==> src/shared/csr_regs.svh <==
// offsets, field positions, reset values and counts of the chip settings register
// assumes inclusion by bare name from design files and the package
`ifndef CSR_REGS_SVH
`define CSR_REGS_SVH

// register offset within the 128-byte i/o window
`define CSR_ADDR_W 7
`define CSR_CTRL_OFS 7'h30

// field positions
`define CSR_RSVD0_BIT 0
`define CSR_ROM_SIZE_BIT 1
`define CSR_TX_LARGE_BIT 2
`define CSR_RX_LARGE_BIT 3
`define CSR_ROM_BYPASS_BIT 4
`define CSR_PHY_TEN_BIT 5
`define CSR_PHY_HUNDRED_BIT 6
`define CSR_PHY_FIBER_BIT 7
`define CSR_FORCED_LSB 8
`define CSR_FORCED_MSB 10
`define CSR_SLEEP_BYPASS_BIT 11
`define CSR_RSVD12_BIT 12

// reset values
`define CSR_LOW_BYTE_RST 8'h00
`define CSR_FORCED_RST 3'h0
`define CSR_SLEEP_BYPASS_RST 1'b0

// forced configuration codes
`define CSR_FORCED_NONE 3'h0
`define CSR_FORCED_MODE1 3'h1

// strap pins, and edges after reset release until synchronised strap levels settle
`define CSR_STRAP_W 3
`define CSR_STRAP_SETTLE 2'h2

`endif

==> src/shared/csr_pkg.sv <==
// types shared by the chip settings register and its strap latch
// assumes csr_regs.svh is on the include path
`include "csr_regs.svh"

package csr_pkg;

   // strap latch progress after reset release
   typedef enum logic [1:0] {
      CSR_STRAP_SETTLING,
      CSR_STRAP_CAPTURE,
      CSR_STRAP_HELD
   } csr_strap_state_t;

   // forced configuration field
   typedef logic [`CSR_STRAP_W-1:0] csr_forced_t;

endpackage

==> src/design/csr_chip_settings.sv <==
// chip settings register: low byte from eeprom, option rom control, oversize frame
// enables, phy capability, strap-forced setup and sleep-state reset bypass
// assumes a host register port on clk_i, an eeprom loader pulsing once after reset,
// pci reset and strap pins arriving asynchronously
`timescale 1ns/10ps
`include "csr_regs.svh"

module csr_chip_settings #(
   parameter logic [15:0] VENDOR_ID_NORMAL = 16'h1234, // arbitrary value
   parameter logic [15:0] DEVICE_ID_NORMAL = 16'h0001, // arbitrary value
   parameter logic [15:0] VENDOR_ID_ALT = 16'h1235, // arbitrary value
   parameter logic [15:0] DEVICE_ID_ALT = 16'h0002 // arbitrary value
) (
   input wire logic clk_i,
   input wire logic rst_n_i,
   // host register port
   input wire logic [`CSR_ADDR_W-1:0] reg_addr_i,
   input wire logic reg_wr_i,
   input wire logic reg_rd_i,
   input wire logic [3:0] reg_be_i,
   input wire logic [31:0] reg_wdata_i,
   output logic [31:0] reg_rdata_o,
   output logic reg_rvalid_o,
   // eeprom auto-load of the low byte
   input wire logic ee_load_valid_i,
   input wire logic [7:0] ee_load_data_i,
   // strap pins
   input wire logic [`CSR_STRAP_W-1:0] strap_pins_i,
   // option rom window
   input wire logic rom_rd_i,
   input wire logic rom_wr_i,
   input wire logic [31:0] rom_rdata_i,
   output logic [31:0] rom_rdata_o,
   output logic rom_rvalid_o,
   output logic rom_wr_o,
   output logic rom_size_64k_o,
   // frame size controls
   output logic oversize_transmit_enable_o,
   output logic oversize_receive_enable_o,
   // configuration identity
   output logic alt_id_select_o,
   output logic [15:0] vendor_id_o,
   output logic [15:0] device_id_o,
   // power state reset gating
   input wire logic pci_rst_n_i,
   input wire logic power_state_d3_i,
   output logic core_reset_req_o
);

   // stored fields
   logic option_rom_size_select_q;
   logic oversize_transmit_enable_q;
   logic oversize_receive_enable_q;
   logic option_rom_bypass_q;
   logic [2:0] phy_caps_q; // fiber, hundred, ten
   logic sleep_state_reset_bypass_q;
   csr_pkg::csr_forced_t strap_forced_setup;
   logic strap_done;

   // read data and rom answer
   logic [31:0] rdata_q;
   logic rvalid_q;
   logic [31:0] rom_rdata_q;
   logic rom_rvalid_q;

   // pci reset pin synchroniser
   logic pci_rst_s1_q; // first stage, read only by pci_rst_s2_q
   logic pci_rst_s2_q;

   // decoded strobes
   logic hit;
   logic wr_lo;
   logic wr_hi;
   // low byte reset image; its bits feed the reset branch so sizes match exactly
   localparam logic [7:0] LOW_RST = `CSR_LOW_BYTE_RST;

   // assemble the register image, reserved bits read zero
   function automatic logic [31:0] csr_image(input logic size, input logic txl, input logic rxl,
                                             input logic byp, input logic [2:0] caps,
                                             input logic [2:0] forced, input logic sleep);
      logic [31:0] v;
      v = 32'h0000_0000;
      v[`CSR_ROM_SIZE_BIT] = size;
      v[`CSR_TX_LARGE_BIT] = txl;
      v[`CSR_RX_LARGE_BIT] = rxl;
      v[`CSR_ROM_BYPASS_BIT] = byp;
      v[`CSR_PHY_FIBER_BIT:`CSR_PHY_TEN_BIT] = caps;
      v[`CSR_FORCED_MSB:`CSR_FORCED_LSB] = forced;
      v[`CSR_SLEEP_BYPASS_BIT] = sleep;
      return v;
   endfunction

   // strap capture, once per reset
   csr_strap_latch u_strap (
      .clk_i(clk_i),
      .rst_n_i(rst_n_i),
      .strap_pins_i(strap_pins_i),
      .forced_o(strap_forced_setup),
      .done_o(strap_done)
   );

   // address decode; only this one word is mapped here
   always_comb begin
      hit = (reg_addr_i == `CSR_CTRL_OFS);
      wr_lo = reg_wr_i && hit && reg_be_i[0];
      wr_hi = reg_wr_i && hit && reg_be_i[1];
   end

   // low byte: eeprom load wins over a host write in the same cycle
   always_ff @(posedge clk_i or negedge rst_n_i) begin
      if (!rst_n_i) begin
         option_rom_size_select_q <= LOW_RST[`CSR_ROM_SIZE_BIT];
         oversize_transmit_enable_q <= LOW_RST[`CSR_TX_LARGE_BIT];
         oversize_receive_enable_q <= LOW_RST[`CSR_RX_LARGE_BIT];
         option_rom_bypass_q <= LOW_RST[`CSR_ROM_BYPASS_BIT];
      end else if (ee_load_valid_i) begin
         option_rom_size_select_q <= ee_load_data_i[`CSR_ROM_SIZE_BIT];
         oversize_transmit_enable_q <= ee_load_data_i[`CSR_TX_LARGE_BIT];
         oversize_receive_enable_q <= ee_load_data_i[`CSR_RX_LARGE_BIT];
         option_rom_bypass_q <= ee_load_data_i[`CSR_ROM_BYPASS_BIT];
      end else if (wr_lo) begin
         option_rom_size_select_q <= reg_wdata_i[`CSR_ROM_SIZE_BIT];
         oversize_transmit_enable_q <= reg_wdata_i[`CSR_TX_LARGE_BIT];
         oversize_receive_enable_q <= reg_wdata_i[`CSR_RX_LARGE_BIT];
         option_rom_bypass_q <= reg_wdata_i[`CSR_ROM_BYPASS_BIT];
      end
   end

   // phy capability: only the eeprom can set it; host writes are dropped
   always_ff @(posedge clk_i or negedge rst_n_i) begin
      if (!rst_n_i) begin
         phy_caps_q <= 3'h0;
      end else if (ee_load_valid_i) begin
         phy_caps_q <= ee_load_data_i[`CSR_PHY_FIBER_BIT:`CSR_PHY_TEN_BIT];
      end
   end

   // sleep-state reset bypass, plain read/write
   always_ff @(posedge clk_i or negedge rst_n_i) begin
      if (!rst_n_i) begin
         sleep_state_reset_bypass_q <= `CSR_SLEEP_BYPASS_RST;
      end else if (wr_hi) begin
         sleep_state_reset_bypass_q <= reg_wdata_i[`CSR_SLEEP_BYPASS_BIT];
      end
   end

   // register read, answered one cycle later; unmapped words read zero
   always_ff @(posedge clk_i or negedge rst_n_i) begin
      if (!rst_n_i) begin
         rdata_q <= 32'h0000_0000;
         rvalid_q <= 1'b0;
      end else begin
         rvalid_q <= reg_rd_i;
         if (reg_rd_i && hit) begin
            rdata_q <= csr_image(option_rom_size_select_q, oversize_transmit_enable_q,
                                 oversize_receive_enable_q, option_rom_bypass_q, phy_caps_q,
                                 strap_forced_setup, sleep_state_reset_bypass_q);
         end else if (reg_rd_i) begin
            rdata_q <= 32'h0000_0000;
         end
      end
   end

   // option rom reads: forced to zero while bypassed, one cycle later
   always_ff @(posedge clk_i or negedge rst_n_i) begin
      if (!rst_n_i) begin
         rom_rdata_q <= 32'h0000_0000;
         rom_rvalid_q <= 1'b0;
      end else begin
         rom_rvalid_q <= rom_rd_i;
         if (rom_rd_i) begin
            rom_rdata_q <= option_rom_bypass_q ? 32'h0000_0000 : rom_rdata_i;
         end
      end
   end

   // pci reset pin is asynchronous to clk_i
   always_ff @(posedge clk_i or negedge rst_n_i) begin
      if (!rst_n_i) begin
         pci_rst_s1_q <= 1'b1;
         pci_rst_s2_q <= 1'b1;
      end else begin
         pci_rst_s1_q <= pci_rst_n_i;
         pci_rst_s2_q <= pci_rst_s1_q;
      end
   end

   // outputs
   assign reg_rdata_o = rdata_q;
   assign reg_rvalid_o = rvalid_q;
   assign rom_rdata_o = rom_rdata_q;
   assign rom_rvalid_o = rom_rvalid_q;
   // writes into the rom window are swallowed while bypassed
   assign rom_wr_o = rom_wr_i && !option_rom_bypass_q;
   assign rom_size_64k_o = option_rom_size_select_q;
   assign oversize_transmit_enable_o = oversize_transmit_enable_q;
   assign oversize_receive_enable_o = oversize_receive_enable_q;
   // only mode 1 swaps identifiers; reserved codes keep the normal ones
   assign alt_id_select_o = (strap_forced_setup == `CSR_FORCED_MODE1);
   assign vendor_id_o = alt_id_select_o ? VENDOR_ID_ALT : VENDOR_ID_NORMAL;
   assign device_id_o = alt_id_select_o ? DEVICE_ID_ALT : DEVICE_ID_NORMAL;
   // the pci reset is blocked in d3 while the sleep bypass bit is set, so wake logic survives a host reboot
   assign core_reset_req_o = !pci_rst_s2_q && !(sleep_state_reset_bypass_q && power_state_d3_i);
endmodule

==> src/design/csr_strap_latch.sv <==
// strap latch: synchronises the strap pins and captures them once after reset release
// assumes strap pins are static board levels, asynchronous to clk_i
`timescale 1ns/10ps
`include "csr_regs.svh"

module csr_strap_latch (
   input wire logic clk_i,
   input wire logic rst_n_i,
   input wire logic [`CSR_STRAP_W-1:0] strap_pins_i,
   output csr_pkg::csr_forced_t forced_o,
   output logic done_o
);

   logic [`CSR_STRAP_W-1:0] sync1_q; // first stage, read only by sync2_q
   logic [`CSR_STRAP_W-1:0] sync2_q; // second stage, safe to use
   logic [1:0] settle_q; // edges since release
   csr_pkg::csr_strap_state_t state_q;
   csr_pkg::csr_forced_t forced_q;

   // two-flop synchroniser on the pins
   always_ff @(posedge clk_i or negedge rst_n_i) begin
      if (!rst_n_i) begin
         sync1_q <= '0;
         sync2_q <= '0;
      end else begin
         sync1_q <= strap_pins_i;
         sync2_q <= sync1_q;
      end
   end

   // capture sequencer: wait for the synchroniser to fill, then latch once
   always_ff @(posedge clk_i or negedge rst_n_i) begin
      if (!rst_n_i) begin
         state_q <= csr_pkg::CSR_STRAP_SETTLING;
         settle_q <= 2'h0;
      end else begin
         case (state_q)
            csr_pkg::CSR_STRAP_SETTLING: begin
               settle_q <= settle_q + 2'h1;
               if (settle_q == `CSR_STRAP_SETTLE - 2'h1) begin
                  state_q <= csr_pkg::CSR_STRAP_CAPTURE;
               end
            end
            csr_pkg::CSR_STRAP_CAPTURE: begin
               state_q <= csr_pkg::CSR_STRAP_HELD;
            end
            default: begin
               state_q <= csr_pkg::CSR_STRAP_HELD;
            end
         endcase
      end
   end

   // pins are inverted on capture; the value never changes again until reset
   always_ff @(posedge clk_i or negedge rst_n_i) begin
      if (!rst_n_i) begin
         forced_q <= `CSR_FORCED_RST;
      end else if (state_q == csr_pkg::CSR_STRAP_CAPTURE) begin
         forced_q <= ~sync2_q;
      end
   end

   assign forced_o = forced_q;
   assign done_o = (state_q == csr_pkg::CSR_STRAP_HELD);

endmodule

==> config.mk <==
export PLATFORM = sky130hd
export DESIGN_NAME = csr_chip_settings
export DESIGN_NICKNAME = d
export VERILOG_FILES = /design/src/shared/csr_pkg.sv /design/src/design/csr_chip_settings.sv /design/src/design/csr_strap_latch.sv
export VERILOG_INCLUDE_DIRS = /design/src /design/src/shared
export SDC_FILE = /design/constraint.sdc
export NUM_CORES = 1
export LEC_CHECK = 0
export ABC_AREA = 1
export ABC_CLOCK_PERIOD_IN_PS = 1500
export BUFFER_PORTS_ARGS = -buffer_cell sky130_fd_sc_hd__buf_2
export CORE_MARGIN = 4
export CORE_UTILIZATION = 46
export DETAILED_ROUTE_END_ITERATION = 8
export PLACE_DENSITY = 0.91
export SYNTH_ARGS = -nofsm -noshare
export SYNTH_HDL_FRONTEND = slang
export SYNTH_SLANG_ARGS = --single-unit
==> constraint.sdc <==
create_clock -name clk_i -period 1.5 [get_ports clk_i]
set_input_delay 0.225 -clock clk_i [delete_from_list [all_inputs] [get_ports clk_i]]
set_output_delay 0.225 -clock clk_i [all_outputs]
set_load 0.05 [all_outputs]
Word level (Yosys, flattened, before mapping). Cells that the tools add are included. Widths: inputs -> output; s select.

Bitwise logic cells: 1. Multiplexer cells: 15. Add/sub/neg operators: 1. Reductions and logical operators: 13. Eq/ne operators: 5.

Operators with widths (number): $mux 32 (3); $mux 1 (9); $eq 7x6->1 const B (1); $logic_and 1x1->1 (7); $mux 2 (3); $eq 2x1->1 const B (2); $reduce_bool 2->1 (2); $eq 3x1->1 const B (1); $logic_not 1->1 (3); $not 3->3 (1); $add 2x1->2 const B (1); $logic_not 2->1 (1); $ne 2x1->1 const B (1).

Word-level logic and storage cells: 52. Flip-flop bits (word level): 89.

Depth between registers and ports, before layout.
Word-level depth: 5. Gate-level depth with buffers: 7.

By module. Synthesis repeated with hierarchy kept, for this count alone.

Cells, all modules: 342. Area total of the unflattened synthesis: 3130.5 um^2.

Modules (own cells, without submodules): csr_chip_settings (sequential area each 1378.8 um^2, area each 2673.8 um^2, instances 1, cells an instance 300); csr_strap_latch (sequential area each 325.3 um^2, area each 456.7 um^2, instances 1, cells an instance 42).

Least setup slack after synthesis. OpenSTA, ideal clock, no wires.

Path kind: register to output. Start point: reg u_strap.forced_q[2] (netlist: u_strap.forced_o[2]). End point: out device_id_o[0]. Cell stages (with the launch flop): 3. Setup slack: -0.951 ns. Arrival: 2.226 ns. Path through: dfrtp_1 > nor3_1 > inv_1.

Cells in the longest elaborated chain, start to end: 2.

RTL lines: start, declared (RTL line csr_strap_latch.sv:18) `csr_pkg::csr_forced_t forced_q;`; start signal, assigned (RTL line csr_strap_latch.sv:57) `` forced_q <= `CSR_FORCED_RST; ``; start signal, assigned (RTL line csr_strap_latch.sv:59) `forced_q <= ~sync2_q;`; $eq 3x1->1 (no source line); named net alt_id_select_o (RTL line csr_chip_settings.sv:41) `output logic alt_id_select_o,`; $mux 2 (RTL line csr_chip_settings.sv:201) `assign device_id_o = alt_id_select_o ? DEVICE_ID_ALT : DEVICE_ID_NORMAL;`; end, declared (RTL line csr_chip_settings.sv:43) `output logic [15:0] device_id_o,`.

The timed path passes the listed nets, and every way through them passes these cells.

Worst setup path in the final report.
Start point: reg u_strap.forced_q[2] (netlist: u_strap.forced_o[2]). End point: out device_id_o[0].

Cells in the longest elaborated chain, start to end: 2.

RTL lines (RTL line): $eq 3x1->1 (no source line); $mux 2 (csr_chip_settings.sv:201).

Every way passes these cells.

==> flow_metrics.py <==
metrics = {
    "run_status": {
        "status": "complete, no violations",
    },
    "cts": {
        "insertion_delay_ps": 330,
        "clkTransAtPathRegs_ps": 70,
        "cts_buffers": 9,
        "htree_num_levels": 3,
        "cts_tree": "built",
        "cts_sinks": 68,
        "cts-root-buf": "clkbuf_8",
        "clock_path_buffers": 2,
    },
    "finish": {
        "final_nets": 547,
        "num-fill-cells": 557,
        "drive_above_1_share": 0.316,
        "area_delta_synth_final_pct": 24.8,
        "num_antenna_cells": 0,
        "seq_area_um2": 1700,
        "multiInputGateArea_um2": 903,
    },
    "detailed_routing": {
        "drc": 0,
        "avgViaCountPerCell": 4.44,
        "ant_nets": 0,
        "routedWlPerCell_um": 12.5,
        "drt-pass1-iter-count": 4,
        "initialDrtViolationCount": 89,
        "wl_mm": 6.66,
        "num_vias": 2364,
    },
    "critical_path": {
        "crit_fanout": 4,
        "end_kind": "output port",
        "critical_path_class": "register to output port",
        "reg2reg_depth": 4,
        "worst_setup_path_start_kind": "register",
        "cp.required_ps": 1270,
        "cp.arrival_ps": 1260,
        "r2r_setup_slack_ps": 400,
    },
    "grt": {
        "grt-ovfl-total": 0,
        "grt_max_degree": 69,
        "antenna_found_initial": 0,
        "grtUsageTotal": 0.165,
        "grt_pass1_vias": 2349,
        "grt_pass1_wl_mm": 11.0,
    },
    "logic_synthesis": {
        "yosysSeqAreaShare": 0.553,
        "avgSynthCellArea_um2": 9.34,
        "synth_edf_count": 0,
        "synth-main-ff-cell": "dfrtp_1",
        "synth_top_family_by_area": "buffers and inverters",
        "ys_ff_latch": 68,
        "synth_cells": 330,
        "ys_types": 23,
        "yosysWarnings": 0,
        "synth_fa_ha_area_frac": 0.00406,
        "postSynth.asyncResetShare": 1.00,
        "synth_xor_xnor_area_share": 0.00284,
        "synthSimpleGateAreaFrac": 0.135,
        "synth.cell_area_um2": 3080,
        "synth-compound-area-share": 0.0865,
        "synthMuxAreaShare": 0,
    },
    "sta": {
        "min_period_ps": 1480,
        "slew_viol_final": 0,
        "fin_setup_tns_ps": 0,
        "setup_viol": 0,
        "max_freq_mhz": 674,
        "rsz0062_at_grt": "yes",
        "post-route-period-util": 0.989,
        "skew_ps": 10.7,
        "finalHoldViolCount": 0,
    },
    "floorplan": {
        "dieArea_um2": 8070,
        "start_util": 0.480,
        "die_w_um": 89.9,
        "coreArea_um2": 6420,
        "rows": 29,
        "ioPinCount": 199,
        "die_y_um": 89.9,
    },
    "place": {
        "gp_congestion": 0.768,
        "dpl.hpwl_mm": 4.86,
        "port_buffers": 118,
    },
    "pwr": {
        "total_power_uw": 4830,
        "power_density_nw_per_um2": 1260,
        "ir_drop_mv": 0.814,
        "leakagePower_uw": 0.00214,
    },
    "worst_hold_path": {
        "hold_class": "primary input to register",
        "min_path_cells": 3,
    },
    "job": {
        "cap_violations": 0,
    },
}
==> cell usage after synthesis, types with 2 or more instances <==
master | instances | area (um2)
inv_1 | 56 | 210
dfstp_2 | 2 | 52.6
nor2_1 | 5 | 18.8
buf_4 | 52 | 390
buf_2 | 10 | 50.1
nand2_1 | 30 | 113
o21ai_0 | 45 | 225
clkbuf_1 | 3 | 11.3
nand3_1 | 43 | 215
o22ai_1 | 5 | 31.3
conb_1 | 2 | 7.51
dfrtp_1 | 66 | 1650
==> power breakdown <==
group,internal (uW),total (uW),switching [uW]
sequential,1970,2030,68.1
clock,981,1630,646
combinational,230,1170,940
total,3180,4830,1650
==> routing by layer <==
| layer | part of all wire | global-route usage | up-vias | wire [um] |
|---|---|---|---|---|
| li1 | - | - | 1170 | - |
| met1 | 0.39 | 0.194 | 1081 | 2630 |
| met2 | 0.51 | 0.286 | 102 | 3370 |
| met3 | 0.085 | 0.0451 | 11 | 567 |
| met4 | 0.015 | 0.0638 | 0 | 103 |
| met5 | 0 | 0 | - | 0 |
==> state kept, by name (all words and copies together) (netlist names), 2 cells and up <==
signal            flops
rom_rdata_o          32
reg_rdata_o          11
phy_caps_q            3
u_strap.forced_o      3
u_strap.sync1_q       3
u_strap.sync2_q       3
u_strap.settle_q      2
u_strap.state_q       2
==> cell usage in the layout, fill, tap and decap left out, drive strengths merged <==
cell	netlist	routed
o21ai	46	46
xor2	1	1
dfrtp	66	66
nand3	45	45
clkinv	1	2
conb	2	50
nor2	6	6
clkbuf	3	12
a21oi	1	1
nor3	1	1
bufinv	0	2
buf	62	122
clkinvlp	0	1
dlygate4sd3	0	5
nand2	32	32
inv	56	56
o22ai	5	5
dfstp	2	2
ha	1	1
==> cell type report <==
type	count	area share
inverters	57	0.0556
well taps	77	0.0251
repair buffers	127	0.185
clock buffers	12	0.0377
clock inverters	4	0.0189
multi-input cells	188	0.235
flip-flops and latches	68	0.443
==> final timing paths <==
| kind | startpoint | end |
|---|---|---|
| worst max-delay path | u_strap.forced_o[2] | device_id_o[0] |
| min in group asynchronous | rst_n_i | u_strap.forced_o[1] |
| worst min-delay path | ee_load_data_i[6] | phy_caps_q[1] |
| worst min register to register | u_strap.sync1_q[1] | u_strap.sync2_q[1] |
| worst max register to register | option_rom_bypass_q | rom_rdata_o[13] |
| max in group asynchronous | rst_n_i | pci_rst_s2_q |
==> what timing repair did <==
action,CTS,global route
hold buffers,5,0
endpoints found under the setup margin,3,4
setup buffers,0,1
pin swaps,0,1
endpoints found under the hold margin,70,0
gates resized for setup,0,9
==> logic make-up (layout without fill, tap and decap cells) <==
logic type,Yosys count,in the layout
flops,68,68
simple gates,84,84
buf+inv,122,200
xor+xnor,1,1
other cells,2,50
fa+ha+maj,1,1
compound gates,52,52
==> per-stage QoR <==
| step | cells | hold slack [ps] | worst slack, ps | utilization | area, um2 |
|---|---|---|---|---|---|
| floorplan | 378 | -70.6 | -31.1 | - | 3270 |
| global placement | 511 | 267 | 366 | 0.554 | 3560 |
| detailed placement | 511 | 275 | 316 | 0.554 | 3560 |
| CTS | 532 | 88.6 | -32.4 | 0.595 | 3820 |
| global route | 533 | 112 | -72.7 | 0.599 | 3840 |
| finish | 533 | 107 | 16.3 | 0.599 | 3840 |
==> critical path: stages (launching register included) <==
cell and delay [ps]:
dfrtp_1 420, nor3_4 250, inv_1 90, buf_6 160
No activity file was read; power rests on OpenSTA's default activity.
